<file path="src/ssi_pkg.sv">
// Shared constants, register map and types of the serial position output
package ssi_pkg;

    // Reference clock rate
    localparam int CLK_MHZ = 25;

    // Position width (singleturn plus multiturn bits)
    localparam int POS_BITS = 25;

    // Depth of the raw sample buffer
    localparam int FIFO_DEPTH = 8;

    // Monoflop time in microseconds and its cycle count
    localparam int MONO_TIME_US = 20;
    localparam int MONO_CYCLES = MONO_TIME_US * CLK_MHZ;

    // Least hold time of the zero-set pulse (1.1 s) and its cycle count
    localparam int ZERO_HOLD_US = 1_100_000;
    localparam int ZERO_HOLD_CYCLES = ZERO_HOLD_US * CLK_MHZ;

    // Register byte offsets
    localparam logic [7:0] REG_CTRL = 8'h00;
    localparam logic [7:0] REG_STATUS = 8'h04;
    localparam logic [7:0] REG_POSITION = 8'h08;
    localparam logic [7:0] REG_FROZEN = 8'h0C;
    localparam logic [7:0] REG_OFFSET = 8'h10;
    localparam logic [7:0] REG_COMMAND = 8'h14;

    // Control register layout: bit0 gray, bit1 run, bit2 special
    typedef struct packed {
        logic special;
        logic run;
        logic gray;
    } ctrl_s;

    localparam int CTRL_BITS = 3;
    localparam ctrl_s CTRL_RESET = 3'h2;

    // Status register field positions
    localparam int ST_STATE_LSB = 0;
    localparam int ST_RING_BIT = 2;
    localparam int ST_DIR_BIT = 3;
    localparam int ST_ZERO_BIT = 4;
    localparam int ST_SAMPLE_BIT = 5;

    // Command register field positions
    localparam int CMD_ZERO_BIT = 0;

    // Link states
    typedef enum logic [1:0] {
        LINK_IDLE = 2'b00,
        LINK_SHIFT = 2'b01,
        LINK_MONO = 2'b10
    } link_state_e;

endpackage : ssi_pkg

</file>
<file path="src/sync_filter.sv">
// Three-stage synchroniser with agreement filter for one outside input
`timescale 1ns/10ps
module sync_filter #(
    parameter logic RESET_VAL = 1'b0
) (
    input wire logic ref_clk,
    input wire logic arst_n,
    input wire logic pinIn,
    output logic level
);

    logic s1;
    logic s2;
    logic s3;

    // Chain; s1 feeds only s2 to keep metastability out of the logic
    always_ff @(posedge ref_clk or negedge arst_n) begin
        if (!arst_n) begin
            s1 <= RESET_VAL;
            s2 <= RESET_VAL;
            s3 <= RESET_VAL;
        end else begin
            s1 <= pinIn;
            s2 <= s1;
            s3 <= s2;
        end
    end

    // Level moves only once the last two stages agree
    always_ff @(posedge ref_clk or negedge arst_n) begin
        if (!arst_n) begin
            level <= RESET_VAL;
        end else if (s2 == s3) begin
            level <= s3;
        end
    end

endmodule : sync_filter

</file>
<file path="src/pos_fifo.sv">
// Small flip-flop FIFO for raw position samples
`timescale 1ns/10ps
module pos_fifo #(
    parameter int WIDTH = 8,
    parameter int DEPTH = 8
) (
    input wire logic ref_clk,
    input wire logic arst_n,
    input wire logic inValid,
    output logic inReady,
    input wire logic [WIDTH-1:0] inData,
    output logic outValid,
    input wire logic outReady,
    output logic [WIDTH-1:0] outData
);

    localparam int AW = (DEPTH > 1) ? $clog2(DEPTH) : 1;
    localparam int CW = $clog2(DEPTH + 1);

    logic [WIDTH-1:0] mem [DEPTH];
    logic [AW-1:0] wrPtr;
    logic [AW-1:0] rdPtr;
    logic [CW-1:0] count;
    logic [CW-1:0] next_count;
    logic push;
    logic pop;

    assign push = inValid & inReady;
    assign pop = outValid & outReady;
    assign outValid = (count != '0);
    assign outData = mem[rdPtr];

    // Occupancy after this cycle
    always_comb begin
        next_count = count;
        if (push && !pop) begin
            next_count = count + 1'b1;
        end else if (pop && !push) begin
            next_count = count - 1'b1;
        end
    end

    // Count and registered ready, so the source sees a clean stall
    always_ff @(posedge ref_clk or negedge arst_n) begin
        if (!arst_n) begin
            count <= '0;
            inReady <= 1'b1;
        end else begin
            count <= next_count;
            inReady <= (next_count != CW'(DEPTH));
        end
    end

    // Pointers wrap at the depth, which need not be a power of two
    always_ff @(posedge ref_clk or negedge arst_n) begin
        if (!arst_n) begin
            wrPtr <= '0;
            rdPtr <= '0;
        end else begin
            if (push) begin
                wrPtr <= (wrPtr == AW'(DEPTH - 1)) ? '0 : wrPtr + 1'b1;
            end
            if (pop) begin
                rdPtr <= (rdPtr == AW'(DEPTH - 1)) ? '0 : rdPtr + 1'b1;
            end
        end
    end

    // Storage carries no reset; contents are qualified by the count
    always_ff @(posedge ref_clk) begin
        if (push) begin
            mem[wrPtr] <= inData;
        end
    end

endmodule : pos_fifo

</file>
<file path="src/ssi_absolute_position_output.sv">
// Synchronous serial position output of a multiturn absolute encoder
//
// Function
// RULE1 - Idle: master keeps clock high, encoder keeps data line high.
// RULE2 - First clock fall after idle freezes position word plus special bit.
// RULE3 - First rising clock edge presents the most significant bit.
// RULE4 - Each later rising edge presents the next lower bit down to LSB.
// RULE5 - After the LSB the data line goes low until monoflop timeout.
// RULE6 - Monoflop timeout starts at the final falling edge of a burst.
// RULE7 - Master waits for data high or its pause before a new transfer.
// RULE8 - Master keeps edge gaps inside a burst shorter than monoflop timeout.
// RULE9 - Word length equals total resolution; master clocks exactly that many bits. The code sends POS_BITS plus the special bit.
// RULE10 - Clocking on without pause repeats the same frozen word.
// RULE11 - Pulse n+1 after the timeout starts a fresh transfer with new sample.
// RULE12 - Master may compare repeated copies to catch transmission errors.
// RULE13 - Master lowers its clock rate on longer cables.
// RULE14 - A function input chooses the counting direction.
// RULE15 - Direction low or open counts up clockwise, high counts down.
// RULE16 - Zero-set falling edge held at least 1.1 s zeroes the position.
// RULE17 - Word is sent in Gray code or plain binary per configuration.
// RULE18 - Incoming clock is synchronised and edges found from the clean level.
`timescale 1ns/10ps
module ssi_absolute_position_output #(
    parameter int POS_BITS = ssi_pkg::POS_BITS,
    parameter int FIFO_DEPTH = ssi_pkg::FIFO_DEPTH,
    parameter int MONO_CYCLES = ssi_pkg::MONO_CYCLES,
    parameter int ZERO_HOLD_CYCLES = ssi_pkg::ZERO_HOLD_CYCLES
) (
    input wire logic ref_clk,
    input wire logic arst_n,
    input wire logic [7:0] regAddr,
    input wire logic [31:0] regWdata,
    input wire logic regWrite,
    input wire logic regRead,
    output logic [31:0] regRdata,
    input wire logic sampleValid,
    input wire logic [POS_BITS-1:0] sampleData,
    output logic sampleReady,
    input wire logic sclkIn,
    output logic sdoOut,
    input wire logic dirIn,
    input wire logic zeroIn
);

    localparam int WORD_BITS = POS_BITS + 1;
    localparam int IDX_W = $clog2(WORD_BITS + 1);
    localparam int MONO_W = $clog2(MONO_CYCLES + 1);
    localparam int ZERO_W = $clog2(ZERO_HOLD_CYCLES + 1);

    ////////////////////////////////////////////////////////////////////////////

    // Control and link state
    ssi_pkg::ctrl_s ctrl;
    ssi_pkg::link_state_e state;

    // Filtered pins and link clock edges
    logic sclkLvl;
    logic sclkPrev;
    logic sclkFall;
    logic sclkRise;
    logic dirLvl;

    // Zero-set tracking, pin and software
    logic zeroLvl;
    logic zeroPrev;
    logic zeroArmed;
    logic [ZERO_W-1:0] zeroCnt;
    logic zeroFire;
    logic swZero;
    logic zeroSet;

    // Sample path from buffer to position
    logic fifoValid;
    logic [POS_BITS-1:0] fifoData;
    logic drain;
    logic [POS_BITS-1:0] rawLast;
    logic [POS_BITS-1:0] rawNow;
    logic [POS_BITS-1:0] adjLast;
    logic [POS_BITS-1:0] adjNow;
    logic [POS_BITS-1:0] offset;
    logic [POS_BITS-1:0] position;

    // Word being shifted, its timers and the register view
    logic [WORD_BITS-1:0] frozen;
    logic [IDX_W-1:0] bitIdx;
    logic [MONO_W-1:0] monoCnt;
    logic monoDone;
    logic ringActive;
    logic [31:0] statusWord;

    ////////////////////////////////////////////////////////////////////////////

    // Outside inputs, idle-high clock and zero-set, open direction reads low
    sync_filter #(.RESET_VAL(1'b1)) u_sync_clk (
        .ref_clk(ref_clk),
        .arst_n(arst_n),
        .pinIn(sclkIn),
        .level(sclkLvl)
    );

    sync_filter #(.RESET_VAL(1'b0)) u_sync_dir (
        .ref_clk(ref_clk),
        .arst_n(arst_n),
        .pinIn(dirIn),
        .level(dirLvl)
    );

    sync_filter #(.RESET_VAL(1'b1)) u_sync_zero (
        .ref_clk(ref_clk),
        .arst_n(arst_n),
        .pinIn(zeroIn),
        .level(zeroLvl)
    );

    // Edge finder on the filtered clock level
    always_ff @(posedge ref_clk or negedge arst_n) begin
        if (!arst_n) begin
            sclkPrev <= 1'b1;
        end else begin
            sclkPrev <= sclkLvl; // RULE18
        end
    end

    assign sclkFall = sclkPrev & ~sclkLvl; // RULE18
    assign sclkRise = ~sclkPrev & sclkLvl; // RULE18

    ////////////////////////////////////////////////////////////////////////////

    // Raw samples buffered; software can pause the drain with the run bit
    pos_fifo #(.WIDTH(POS_BITS), .DEPTH(FIFO_DEPTH)) u_fifo (
        .ref_clk(ref_clk),
        .arst_n(arst_n),
        .inValid(sampleValid),
        .inReady(sampleReady),
        .inData(sampleData),
        .outValid(fifoValid),
        .outReady(ctrl.run),
        .outData(fifoData)
    );

    assign drain = fifoValid & ctrl.run;
    assign rawNow = drain ? fifoData : rawLast;

    // Direction applied by two's complement; a flip moves the zero point
    assign adjLast = dirLvl ? (~rawLast + 1'b1) : rawLast; // RULE14 RULE15
    assign adjNow = dirLvl ? (~rawNow + 1'b1) : rawNow; // RULE15
    assign position = adjLast - offset;

    // Latest raw sample
    always_ff @(posedge ref_clk or negedge arst_n) begin
        if (!arst_n) begin
            rawLast <= '0;
        end else if (drain) begin
            rawLast <= fifoData;
        end
    end

    ////////////////////////////////////////////////////////////////////////////

    // Zero-set: falling edge arms, firing only after the low has held long enough
    always_ff @(posedge ref_clk or negedge arst_n) begin
        if (!arst_n) begin
            zeroPrev <= 1'b1;
            zeroArmed <= 1'b0;
            zeroCnt <= '0;
        end else begin
            zeroPrev <= zeroLvl;
            if (zeroPrev && !zeroLvl) begin
                zeroArmed <= 1'b1; // RULE16
                zeroCnt <= '0;
            end else if (zeroLvl || zeroFire) begin
                zeroArmed <= 1'b0;
            end else if (zeroArmed) begin
                zeroCnt <= zeroCnt + 1'b1;
            end
        end
    end

    assign zeroFire = zeroArmed & ~zeroLvl & (zeroCnt == ZERO_W'(ZERO_HOLD_CYCLES - 1)); // RULE16
    assign swZero = regWrite & (regAddr == ssi_pkg::REG_COMMAND) & regWdata[ssi_pkg::CMD_ZERO_BIT];
    assign zeroSet = zeroFire | swZero;

    // Offset takes the newest adjusted value so the position reads zero
    always_ff @(posedge ref_clk or negedge arst_n) begin
        if (!arst_n) begin
            offset <= '0;
        end else if (zeroSet) begin
            offset <= adjNow; // RULE16
        end
    end

    ////////////////////////////////////////////////////////////////////////////

    // Gray conversion of the position field
    function automatic logic [POS_BITS-1:0] toGray(input logic [POS_BITS-1:0] bin);
        return bin ^ (bin >> 1);
    endfunction : toGray

    assign monoDone = (monoCnt == MONO_W'(MONO_CYCLES - 1));

    // Link sequencer: idle, shifting a frozen word, monoflop wait
    always_ff @(posedge ref_clk or negedge arst_n) begin
        if (!arst_n) begin
            state <= ssi_pkg::LINK_IDLE;
            sdoOut <= 1'b1;
            frozen <= '0;
            bitIdx <= '0;
            monoCnt <= '0;
            ringActive <= 1'b0;
        end else begin
            case (state)
                ssi_pkg::LINK_IDLE: begin
                    sdoOut <= 1'b1; // RULE1
                    monoCnt <= '0;
                    ringActive <= 1'b0;
                    if (sclkFall) begin
                        frozen <= {ctrl.gray ? toGray(position) : position, ctrl.special}; // RULE2 RULE17 RULE11
                        bitIdx <= IDX_W'(WORD_BITS); // RULE9
                        state <= ssi_pkg::LINK_SHIFT;
                    end
                end
                ssi_pkg::LINK_SHIFT: begin
                    if (sclkRise && bitIdx != '0) begin
                        sdoOut <= frozen[bitIdx - 1'b1]; // RULE3 RULE4
                        bitIdx <= bitIdx - 1'b1; // RULE4
                        monoCnt <= '0;
                    end else if (sclkFall && bitIdx == '0) begin
                        sdoOut <= 1'b0; // RULE5
                        monoCnt <= '0; // RULE6
                        state <= ssi_pkg::LINK_MONO;
                    end else if (sclkFall) begin
                        monoCnt <= '0;
                    end else if (monoDone) begin
                        // Stalled master: give the line back rather than hang
                        sdoOut <= 1'b1;
                        state <= ssi_pkg::LINK_IDLE;
                    end else begin
                        monoCnt <= monoCnt + 1'b1;
                    end
                end
                ssi_pkg::LINK_MONO: begin
                    // Rises here belong to the separator pulse; its fall restarts the word
                    if (sclkFall) begin
                        bitIdx <= IDX_W'(WORD_BITS); // RULE10
                        monoCnt <= '0;
                        ringActive <= 1'b1;
                        state <= ssi_pkg::LINK_SHIFT;
                    end else if (monoDone) begin
                        sdoOut <= 1'b1; // RULE5 RULE11
                        state <= ssi_pkg::LINK_IDLE;
                    end else begin
                        sdoOut <= 1'b0; // RULE5
                        monoCnt <= monoCnt + 1'b1;
                    end
                end
                default: begin
                    sdoOut <= 1'b1;
                    state <= ssi_pkg::LINK_IDLE;
                end
            endcase
        end
    end

    ////////////////////////////////////////////////////////////////////////////

    // Control register; code and special bit take effect at the next freeze
    always_ff @(posedge ref_clk or negedge arst_n) begin
        if (!arst_n) begin
            ctrl <= ssi_pkg::CTRL_RESET;
        end else if (regWrite && regAddr == ssi_pkg::REG_CTRL) begin
            ctrl <= ssi_pkg::ctrl_s'(regWdata[ssi_pkg::CTRL_BITS-1:0]); // RULE17
        end
    end

    // Status word assembled from live state
    always_comb begin
        statusWord = '0;
        statusWord[ssi_pkg::ST_STATE_LSB +: 2] = state;
        statusWord[ssi_pkg::ST_RING_BIT] = ringActive;
        statusWord[ssi_pkg::ST_DIR_BIT] = dirLvl;
        statusWord[ssi_pkg::ST_ZERO_BIT] = zeroLvl;
        statusWord[ssi_pkg::ST_SAMPLE_BIT] = fifoValid;
    end

    // Read data one cycle after the strobe, zero elsewhere
    always_ff @(posedge ref_clk or negedge arst_n) begin
        if (!arst_n) begin
            regRdata <= 32'h0000_0000;
        end else if (regRead) begin
            case (regAddr)
                ssi_pkg::REG_CTRL: regRdata <= 32'(ctrl);
                ssi_pkg::REG_STATUS: regRdata <= statusWord;
                ssi_pkg::REG_POSITION: regRdata <= 32'(position);
                ssi_pkg::REG_FROZEN: regRdata <= 32'(frozen);
                ssi_pkg::REG_OFFSET: regRdata <= 32'(offset);
                default: regRdata <= 32'h0000_0000;
            endcase
        end else begin
            regRdata <= 32'h0000_0000;
        end
    end

endmodule : ssi_absolute_position_output

</file>
<file path="config.mk">
export PLATFORM = sky130hd
export DESIGN_NAME = ssi_absolute_position_output
export DESIGN_NICKNAME = d
export VERILOG_FILES = /design/src/ssi_pkg.sv /design/src/sync_filter.sv /design/src/pos_fifo.sv /design/src/ssi_absolute_position_output.sv
export SDC_FILE = /design/constraint.sdc
export NUM_CORES = 1
export LEC_CHECK = 0
export BUFFER_PORTS_ARGS = -buffer_cell sky130_fd_sc_hd__clkbuf_2
export CAP_MARGIN = 20
export CORE_AREA = 4 4 188 190
export CTS_CLUSTER_SIZE = 24
export DETAILED_ROUTE_END_ITERATION = 6
export DIE_AREA = 0 0 192 194
export GPL_TIMING_DRIVEN = 0
export HOLD_SLACK_MARGIN = 0.08
export PLACE_DENSITY = 0.74
export SKIP_CTS_REPAIR_TIMING = 1
export SYNTH_ARGS = -nofsm -noshare
export SYNTH_HDL_FRONTEND = slang
export SYNTH_SLANG_ARGS = --single-unit
</file>
<file path="constraint.sdc">
create_clock -name ref_clk -period 4.58 [get_ports ref_clk]
set_clock_uncertainty 0.05 [all_clocks]
set_input_delay 0.916 -clock ref_clk [delete_from_list [all_inputs] [get_ports ref_clk]]
set_output_delay 0.916 -clock ref_clk [all_outputs]
set_load 0.01 [all_outputs]
</file>
# Word level (Yosys, flattened, before mapping)
# Memories as Yosys holds them, arrays and structs flattened.
# Index checks and enable logic that the tools add are counted.
dict set report word_totals {
  inputBits 73
  reg_bits 174
  output_inout_bits 34
  word_cells 154
  n_memories 1
  mem_bits_rw 200
}
# name words word_bits rd rd_clocked_by_memory_dff write_ports line_no
set mem_list {}
lappend mem_list {u_fifo.mem 8 25 1 0 1 pos_fifo.sv:20} ;# logic [WIDTH-1:0] mem [DEPTH];
dict set report op_classes {
  eq_ne 25
  addsub 10
  n_bitwise 15
  n_reduce_logical 27
  muxes 43
  order_cmp 1
}
# cell n
set ops {}
lappend ops {{$mux 25} 7}
lappend ops {{$pmux 26 s5} 1}
lappend ops {{$add 25x1->25 const B} 3}
lappend ops {{$not 25->25} 2}
lappend ops {{$mux 9} 4}
lappend ops {{$pmux 9 s3} 1}
lappend ops {{$mux 26} 1}
lappend ops {{$eq 25x25->1 const B} 1}
lappend ops {{$sub 25x25->25} 1}
lappend ops {{$xor 25x24->25} 1}
lappend ops {{$eq 8x4->1 const B} 2}
lappend ops {{$eq 8x5->1 const B} 2}
lappend ops {{$mux 1} 12}
lappend ops {{$mux 2} 6}
lappend ops {{$ne 2x2->1 const B} 6}
lappend ops {{$ne 4x4->1 const B} 3}
lappend ops {{$mux 5} 2}
lappend ops {{$pmux 5 s2} 1}
lappend ops {{$add 9x1->9 const B} 1}
lappend ops {{$eq 9x9->1 const B} 1}
lappend ops {{$reduce_and 3->1} 3}
lappend ops {{$and 1x1->1} 8}
lappend ops {{$eq 8x3->1 const B} 1}
lappend ops {{$logic_not 8->1} 1}
lappend ops {{29 further kinds} 50}

# Logic depth before layout (Yosys ltp)
dict set report logic_depth {
  ltp_word 6
  ltp_mapped 18
  depth_no_buf 17
}

# Modules after synthesis
# From an unflattened synthesis, not the netlist that was laid out.
dict set report unflattened {
  hier_cells 1489
  area_unflattened_um2 18541.5
}
# module instances area_each_um2 seq_area_each_um2 cells_per_inst
set modules_own_cells {}
lappend modules_own_cells {ssi_absolute_position_output 1 9764.4 3783.6 1103}
lappend modules_own_cells {pos_fifo 1 8433.1 6282.3 371}
lappend modules_own_cells {{sync_filter at u_sync_clk ...} 2 116.4 105.1 5}
lappend modules_own_cells {{sync_filter at u_sync_dir} 1 111.4 100.1 5}

# Worst setup path before layout
# OpenSTA, ideal clock, no wires.
dict set report synth_path {
  kind {reg2reg}
  startpoint {register rawLast[6]}
  endpoint {register regRdata[24]}
  setup_ns 0.132
  path_slack_ns -0.097
  t_required_ns 4.398
  arrival_ns 4.495
  path_stages_with_launch 17
  n_path_buf 1
  synth_period_minus_slack_ns 4.677
  path_cell_list {dfrtp_1 -> or3_1 -> or3_1 -> or4_1 -> or2_2 -> o21ai_0 -> xnor2_1 -> ha_1 -> clkbuf_1 -> and3_1 -> nand2_1 -> a2111oi_0 -> o21ai_0 -> and3_1 -> or2_1 -> a222oi_1 -> nor2_1}
}
dict set report synth_between {
  elab_chain_len 6
}
# element line_no
set synth_lines {}
lappend synth_lines {{start: declaration} ssi_absolute_position_output.sv:76} ;# logic [POS_BITS-1:0] rawLast;
lappend synth_lines {{start signal: assignment} ssi_absolute_position_output.sv:154} ;# rawLast <= fifoData;
lappend synth_lines {{$not 25->25} ssi_absolute_position_output.sv:145} ;# assign adjLast = dirLvl ? (~rawLast + 1'b1) : rawLast;
lappend synth_lines {{$add 25x1->25} ssi_absolute_position_output.sv:145}
lappend synth_lines {{$mux 25 *} ssi_absolute_position_output.sv:145}
lappend synth_lines {{$sub 25x25->25 *} ssi_absolute_position_output.sv:147} ;# assign position = adjLast - offset;
lappend synth_lines {{$pmux 26 s5 *} ssi_absolute_position_output.sv:290} ;# case (regAddr)
lappend synth_lines {{$mux 26 *} ssi_absolute_position_output.sv:289} ;# end else if (regRead) begin
lappend synth_lines {{end signal: assignment} ssi_absolute_position_output.sv:291} ;# ssi_pkg::REG_CTRL: regRdata <= 32'(ctrl);
lappend synth_lines {{end signal: assignment} ssi_absolute_position_output.sv:292} ;# ssi_pkg::REG_STATUS: regRdata <= statusWord;
lappend synth_lines {{end signal: assignment} ssi_absolute_position_output.sv:293} ;# ssi_pkg::REG_POSITION: regRdata <= 32'(position);
lappend synth_lines {{end: declaration} ssi_absolute_position_output.sv:35} ;# output logic [31:0] regRdata,
# Every way passes the cells marked *; elsewhere a longest branch is shown, timed or not.
# A chain may end at the register's enable or synchronous reset.

# Worst setup path in the final report
dict set report layout_path {
  startpoint {register rawLast[6]}
  endpoint {register regRdata[22]}
}
# The elaborated chain is that of the path after synthesis.

==> summary by stage <==
Layout
In the final layout, the multi-input gates occupy 0.007445 mm^2. The core utilization of the finished layout is 62.38%. The fraction of final layout cells with drive strength greater than 1 is 16.58%. The final antenna diode count is 0.

The number of fill cells in the layout is 2557. For this run, the post-layout net count is 1760. The signed area change from the synthesized netlist to the final layout is 14.29%. Registers take 0.01038 mm^2.

Clocking
The number of sinks handled by clock tree synthesis is 374. The cell sitting at the root of the clock tree is a sky130_fd_sc_hd__clkbuf_16. The clock buffer count from CTS is 40. CTS built an H-tree with a depth of 2. TritonCTS built the clock tree. Counting along the longest clock path gives a buffer depth of 3. The clock transition time at the flip-flop clock pins of the worst setup and hold paths is 0.06 ns. The later pin in the worst-skew pair is clocked with a latency of 0.55 ns.

Critical path
In this design, the largest share of critical-path delay is due to simple AND/OR/NAND/NOR gates. The number of buffers and inverters on the critical path is 1. The cell that appears most often on the critical path is sky130_fd_sc_hd__or3_4. The setup path with the least slack is of type flop to flop. The worst register-to-register path has a depth of 15. The largest fanout on the critical path is 6. The startpoint of the lowest-slack register-to-register path is rawLast[6]. At the worst endpoint, the required time is 4.94 ns.

The slowest stage cell on the critical path is sky130_fd_sc_hd__a2111oi_4. STA classifies the critical path startpoint as a flop. The type of element capturing the critical path is a flop. In this run the critical register-to-register path is captured at regRdata[22].

The largest stage delay on the critical path is 0.46 ns. The slack of the worst reg-to-reg path is 0.11 ns. Data arrives at the worst endpoint at 4.83 ns.

The start point of the critical path is rawLast[6]. The critical path goes through or3_4 > or3_4 > or4_1 > or2_4 > o21ai_2 > xnor2_2 > ha_4 > and3_2 > nand2_2 > a2111oi_4 > buf_4 > nor3_1 > nand4bb_4 > a222oi_1 > nor2_1.

Logic synthesis
Synthesis produced 1519 cells. The async set-reset flop share out of synthesis is 46.52%. The average footprint of a synthesized cell is 12.02 um^2.

The count of different cell masters after synthesis is 78. The share of the Yosys chip area taken by registers is 56.83%. The number of flops mapped to enable cells by yosys is 200. Synthesis inferred 374 register bits. The area share of the largest cell type after synthesis is 32.89%. The summed instance area of the synthesized netlist is 0.01826 mm^2.

The count of yosys warnings during synthesis is 0. Among all cell types in the netlist, the one instantiated most often is sky130_fd_sc_hd__edfxtp_1. The commonest cells after synthesis are 200 x sky130_fd_sc_hd__edfxtp_1, 161 x sky130_fd_sc_hd__dfrtp_1, 134 x sky130_fd_sc_hd__nand2_1. The largest total area in the synthesized netlist belongs to sky130_fd_sc_hd__edfxtp_1.

By area the synthesized netlist is led by sky130_fd_sc_hd__edfxtp_1 33%, sky130_fd_sc_hd__dfrtp_1 22%, sky130_fd_sc_hd__mux2i_1 3.9%. The prevailing post-synth register cell is sky130_fd_sc_hd__edfxtp_1.

Hold path
The instance count along the most critical hold path is 0. The type of the most critical hold path is flop to flop. The worst min-delay path endpoint is u_sync_dir.s2. The worst min-delay path startpoint is u_sync_dir.s1.

Status
The run finished, with violations left. The checks that failed: DRC.

STA
The worst path uses 97.59% of the clock period. In this run the tightest slew margin relative to its limit is 33.81%. Setup violations remaining at the end of the flow were counted as 0. The worst hold-check slack is 0.3069 ns.

The smallest clock period supported by the final layout is computed as 4.470 ns. The max-slew violation count is 0. The total negative slack for setup checks is 0 ns. The hold violation total from the final report is 0.

The worst setup slack after layout is 0.1104 ns. The highest clock rate is 0.2237 GHz. The actual transition at the worst max-transition pin is 0.9837 ns.

Place
The global placement routability congestion is 0.8632. The post-place setup slack is -0.8264 ns. During placement, the flow inserted port buffers numbering 71. The placed wire-length estimate is 29.44 mm.

Route
The detailed-route vias per instance is 5.799. The DRC marker count from the first detailed-route iteration is 1038. The total vias in the final route is 12.32k. The total iterations of the first detailed-routing run is 7. The routed wire length is 41.62 mm.

The remaining antenna violation count is 0. The residual DRC count is 1. Dividing the detail-routed wire length by the instance count gives 19.58 um.

Floorplanning
The effective utilization at floorplan is 54.58%. The die covers 0.03725 mm^2. From bottom edge to top edge, the die measures 194 um. The die boundary width is 192 um.

The placement row count is 67. The number of top-level pins is 107. The core region is 0.03345 mm^2.

Pwr
Internal power comes to 8.468 mW. Per report_power, the sequential group accounts for 34.2% of the total. For this design the total switching power over the nets is 4.911 mW.

The total power consumption of the routed design is 13.38 mW. Combinational cells account for 41.4% of the total power. Across the VDD grid, the largest voltage drop is 0.4616 mV.

The power density relative to cell area is 641.1 mW/mm^2. The leakage power total is 8.000 nW. Of the total power, the clock network draws 24.4%. The switching power as a share of total power is 36.71%.

Global route
The met2 layer usage reported by global route is 38.53%. The wire length of the first global-routing pass is 66.24 mm. The most congested layer reported by global routing is met2. The global routing usage summed across all routing layers is 22.18%.

For this run the aggregate overflow at the end of global routing stands at 0. The initial antenna violation count is 1. Global routing consumed, on the met3 layer, 3.475% of the routing resources.

The number of global-route vias before repair was 12.28k. For met1 alone, demand over resource in global routing was 29.74%. The largest net degree at the start of global routing is 101.

Flow run
The tool flagged a number of max-cap violations equal to 0.
## per-layer routing
metal  vias to the layer above  routed length, um
met5                         -                 19
met4                         2                771
met3                        60               2181
met2                       336              20960
met1                      6085              17690
li1                       5840                  -
## sequential cells by signal, indices dropped and copies added (netlist names), 2 cells and up
name          count
bitIdx            5
ctrl              3
frozen           26
monoCnt           9
offset           25
rawLast          25
regRdata         26
state             2
u_fifo.count      4
u_fifo.mem      200
u_fifo.rdPtr      3
u_fifo.wrPtr      3
zeroCnt          25
## how the worst max path moves through the flow
stage	end	slack, ns	depth (start not counted)
floorplan	regRdata[24]	0.03	16
global placement	u_fifo.mem[0][19]	-0.81	5
detailed placement	regRdata[24]	-0.83	16
CTS	regRdata[24]	-0.87	16
global route	regRdata[24]	-0.06	15
finish	regRdata[22]	0.11	15
## power by group through the flow
| stage | clock network [mW] | registers, mW | logic [mW] |
|---|---|---|---|
| floorplan | 0 | 4.50 | 4.02 |
| global placement | 0 | 4.60 | 5.08 |
| detailed placement | 0 | 4.61 | 5.29 |
| CTS | 3.33 | 4.56 | 5.33 |
| global route | 3.49 | 4.63 | 6.09 |
| finish | 3.27 | 4.57 | 5.53 |
## through the flow
stage	area (um^2)	instances
after floorplan	18280	1524
after global placement	19190	2043
after detailed placement	19380	2051
after CTS	20720	2124
after global routing	20870	2125
final	20870	2125
## final cells by class
type / count / area share (%)
sequential: 374 / 49.73
timing repair buffer: 83 / 2.476
tap: 448 / 2.686
clock inverter: 16 / 1.121
clock buffer: 57 / 5.295
buffer: 75 / 1.805
inverter: 67 / 1.205
multi-input combinational: 1005 / 35.68
## cell families (layout without fill, tap and decap cells)
| logic type | Yosys count | count (layout) | share of synthesized area (%) |
|---|---|---|---|
| AO/OA/AOI/OAI | 317 | 317 | 11.76 |
| XOR/XNOR | 109 | 109 | 5.229 |
| adder cells (fa/ha/maj) | 46 | 46 | 3.125 |
| buffers and inverters | 145 | 298 | 3.495 |
| flip-flops | 374 | 374 | 56.83 |
| multiplexers | 120 | 120 | 8.840 |
| other | 1 | 6 | 0.02054 |
| AND/OR/NAND/NOR | 407 | 407 | 10.70 |
## cell usage in the layout, fill, tap and decap left out, types with 15 or more instances in the layout
cell,count
sky130_fd_sc_hd__mux2i_1,71
sky130_fd_sc_hd__nand2b_1,15
sky130_fd_sc_hd__mux2_2,17
sky130_fd_sc_hd__dfrtp_1,160
sky130_fd_sc_hd__nand3_1,27
sky130_fd_sc_hd__a222oi_1,19
sky130_fd_sc_hd__inv_1,66
sky130_fd_sc_hd__edfxtp_1,200
sky130_fd_sc_hd__nand2_1,133
sky130_fd_sc_hd__xor2_1,34
sky130_fd_sc_hd__nor2b_1,19
sky130_fd_sc_hd__clkbuf_16,40
sky130_fd_sc_hd__clkbuf_1,59
sky130_fd_sc_hd__ha_1,37
sky130_fd_sc_hd__a22oi_1,29
sky130_fd_sc_hd__o21ai_0,96
sky130_fd_sc_hd__mux4_2,31
sky130_fd_sc_hd__nor2_1,104
sky130_fd_sc_hd__a21oi_1,33
sky130_fd_sc_hd__clkbuf_2,71
sky130_fd_sc_hd__o21ai_1,18
sky130_fd_sc_hd__o31ai_1,21
sky130_fd_sc_hd__xnor2_1,74
## worst reg2reg max path: stages, from the launching register on
cell,delay [ns]
sky130_fd_sc_hd__dfrtp_2,0.45
sky130_fd_sc_hd__or3_4,0.41
sky130_fd_sc_hd__or3_4,0.40
sky130_fd_sc_hd__or4_1,0.44
sky130_fd_sc_hd__or2_4,0.28
sky130_fd_sc_hd__o21ai_2,0.17
sky130_fd_sc_hd__xnor2_2,0.11
sky130_fd_sc_hd__ha_4,0.31
sky130_fd_sc_hd__and3_2,0.23
sky130_fd_sc_hd__nand2_2,0.12
sky130_fd_sc_hd__a2111oi_4,0.47
sky130_fd_sc_hd__buf_4,0.19
sky130_fd_sc_hd__nor3_1,0.04
sky130_fd_sc_hd__nand4bb_4,0.26
sky130_fd_sc_hd__a222oi_1,0.33
sky130_fd_sc_hd__nor2_1,0.08
Note: power is estimated with default switching activity, not from simulation.
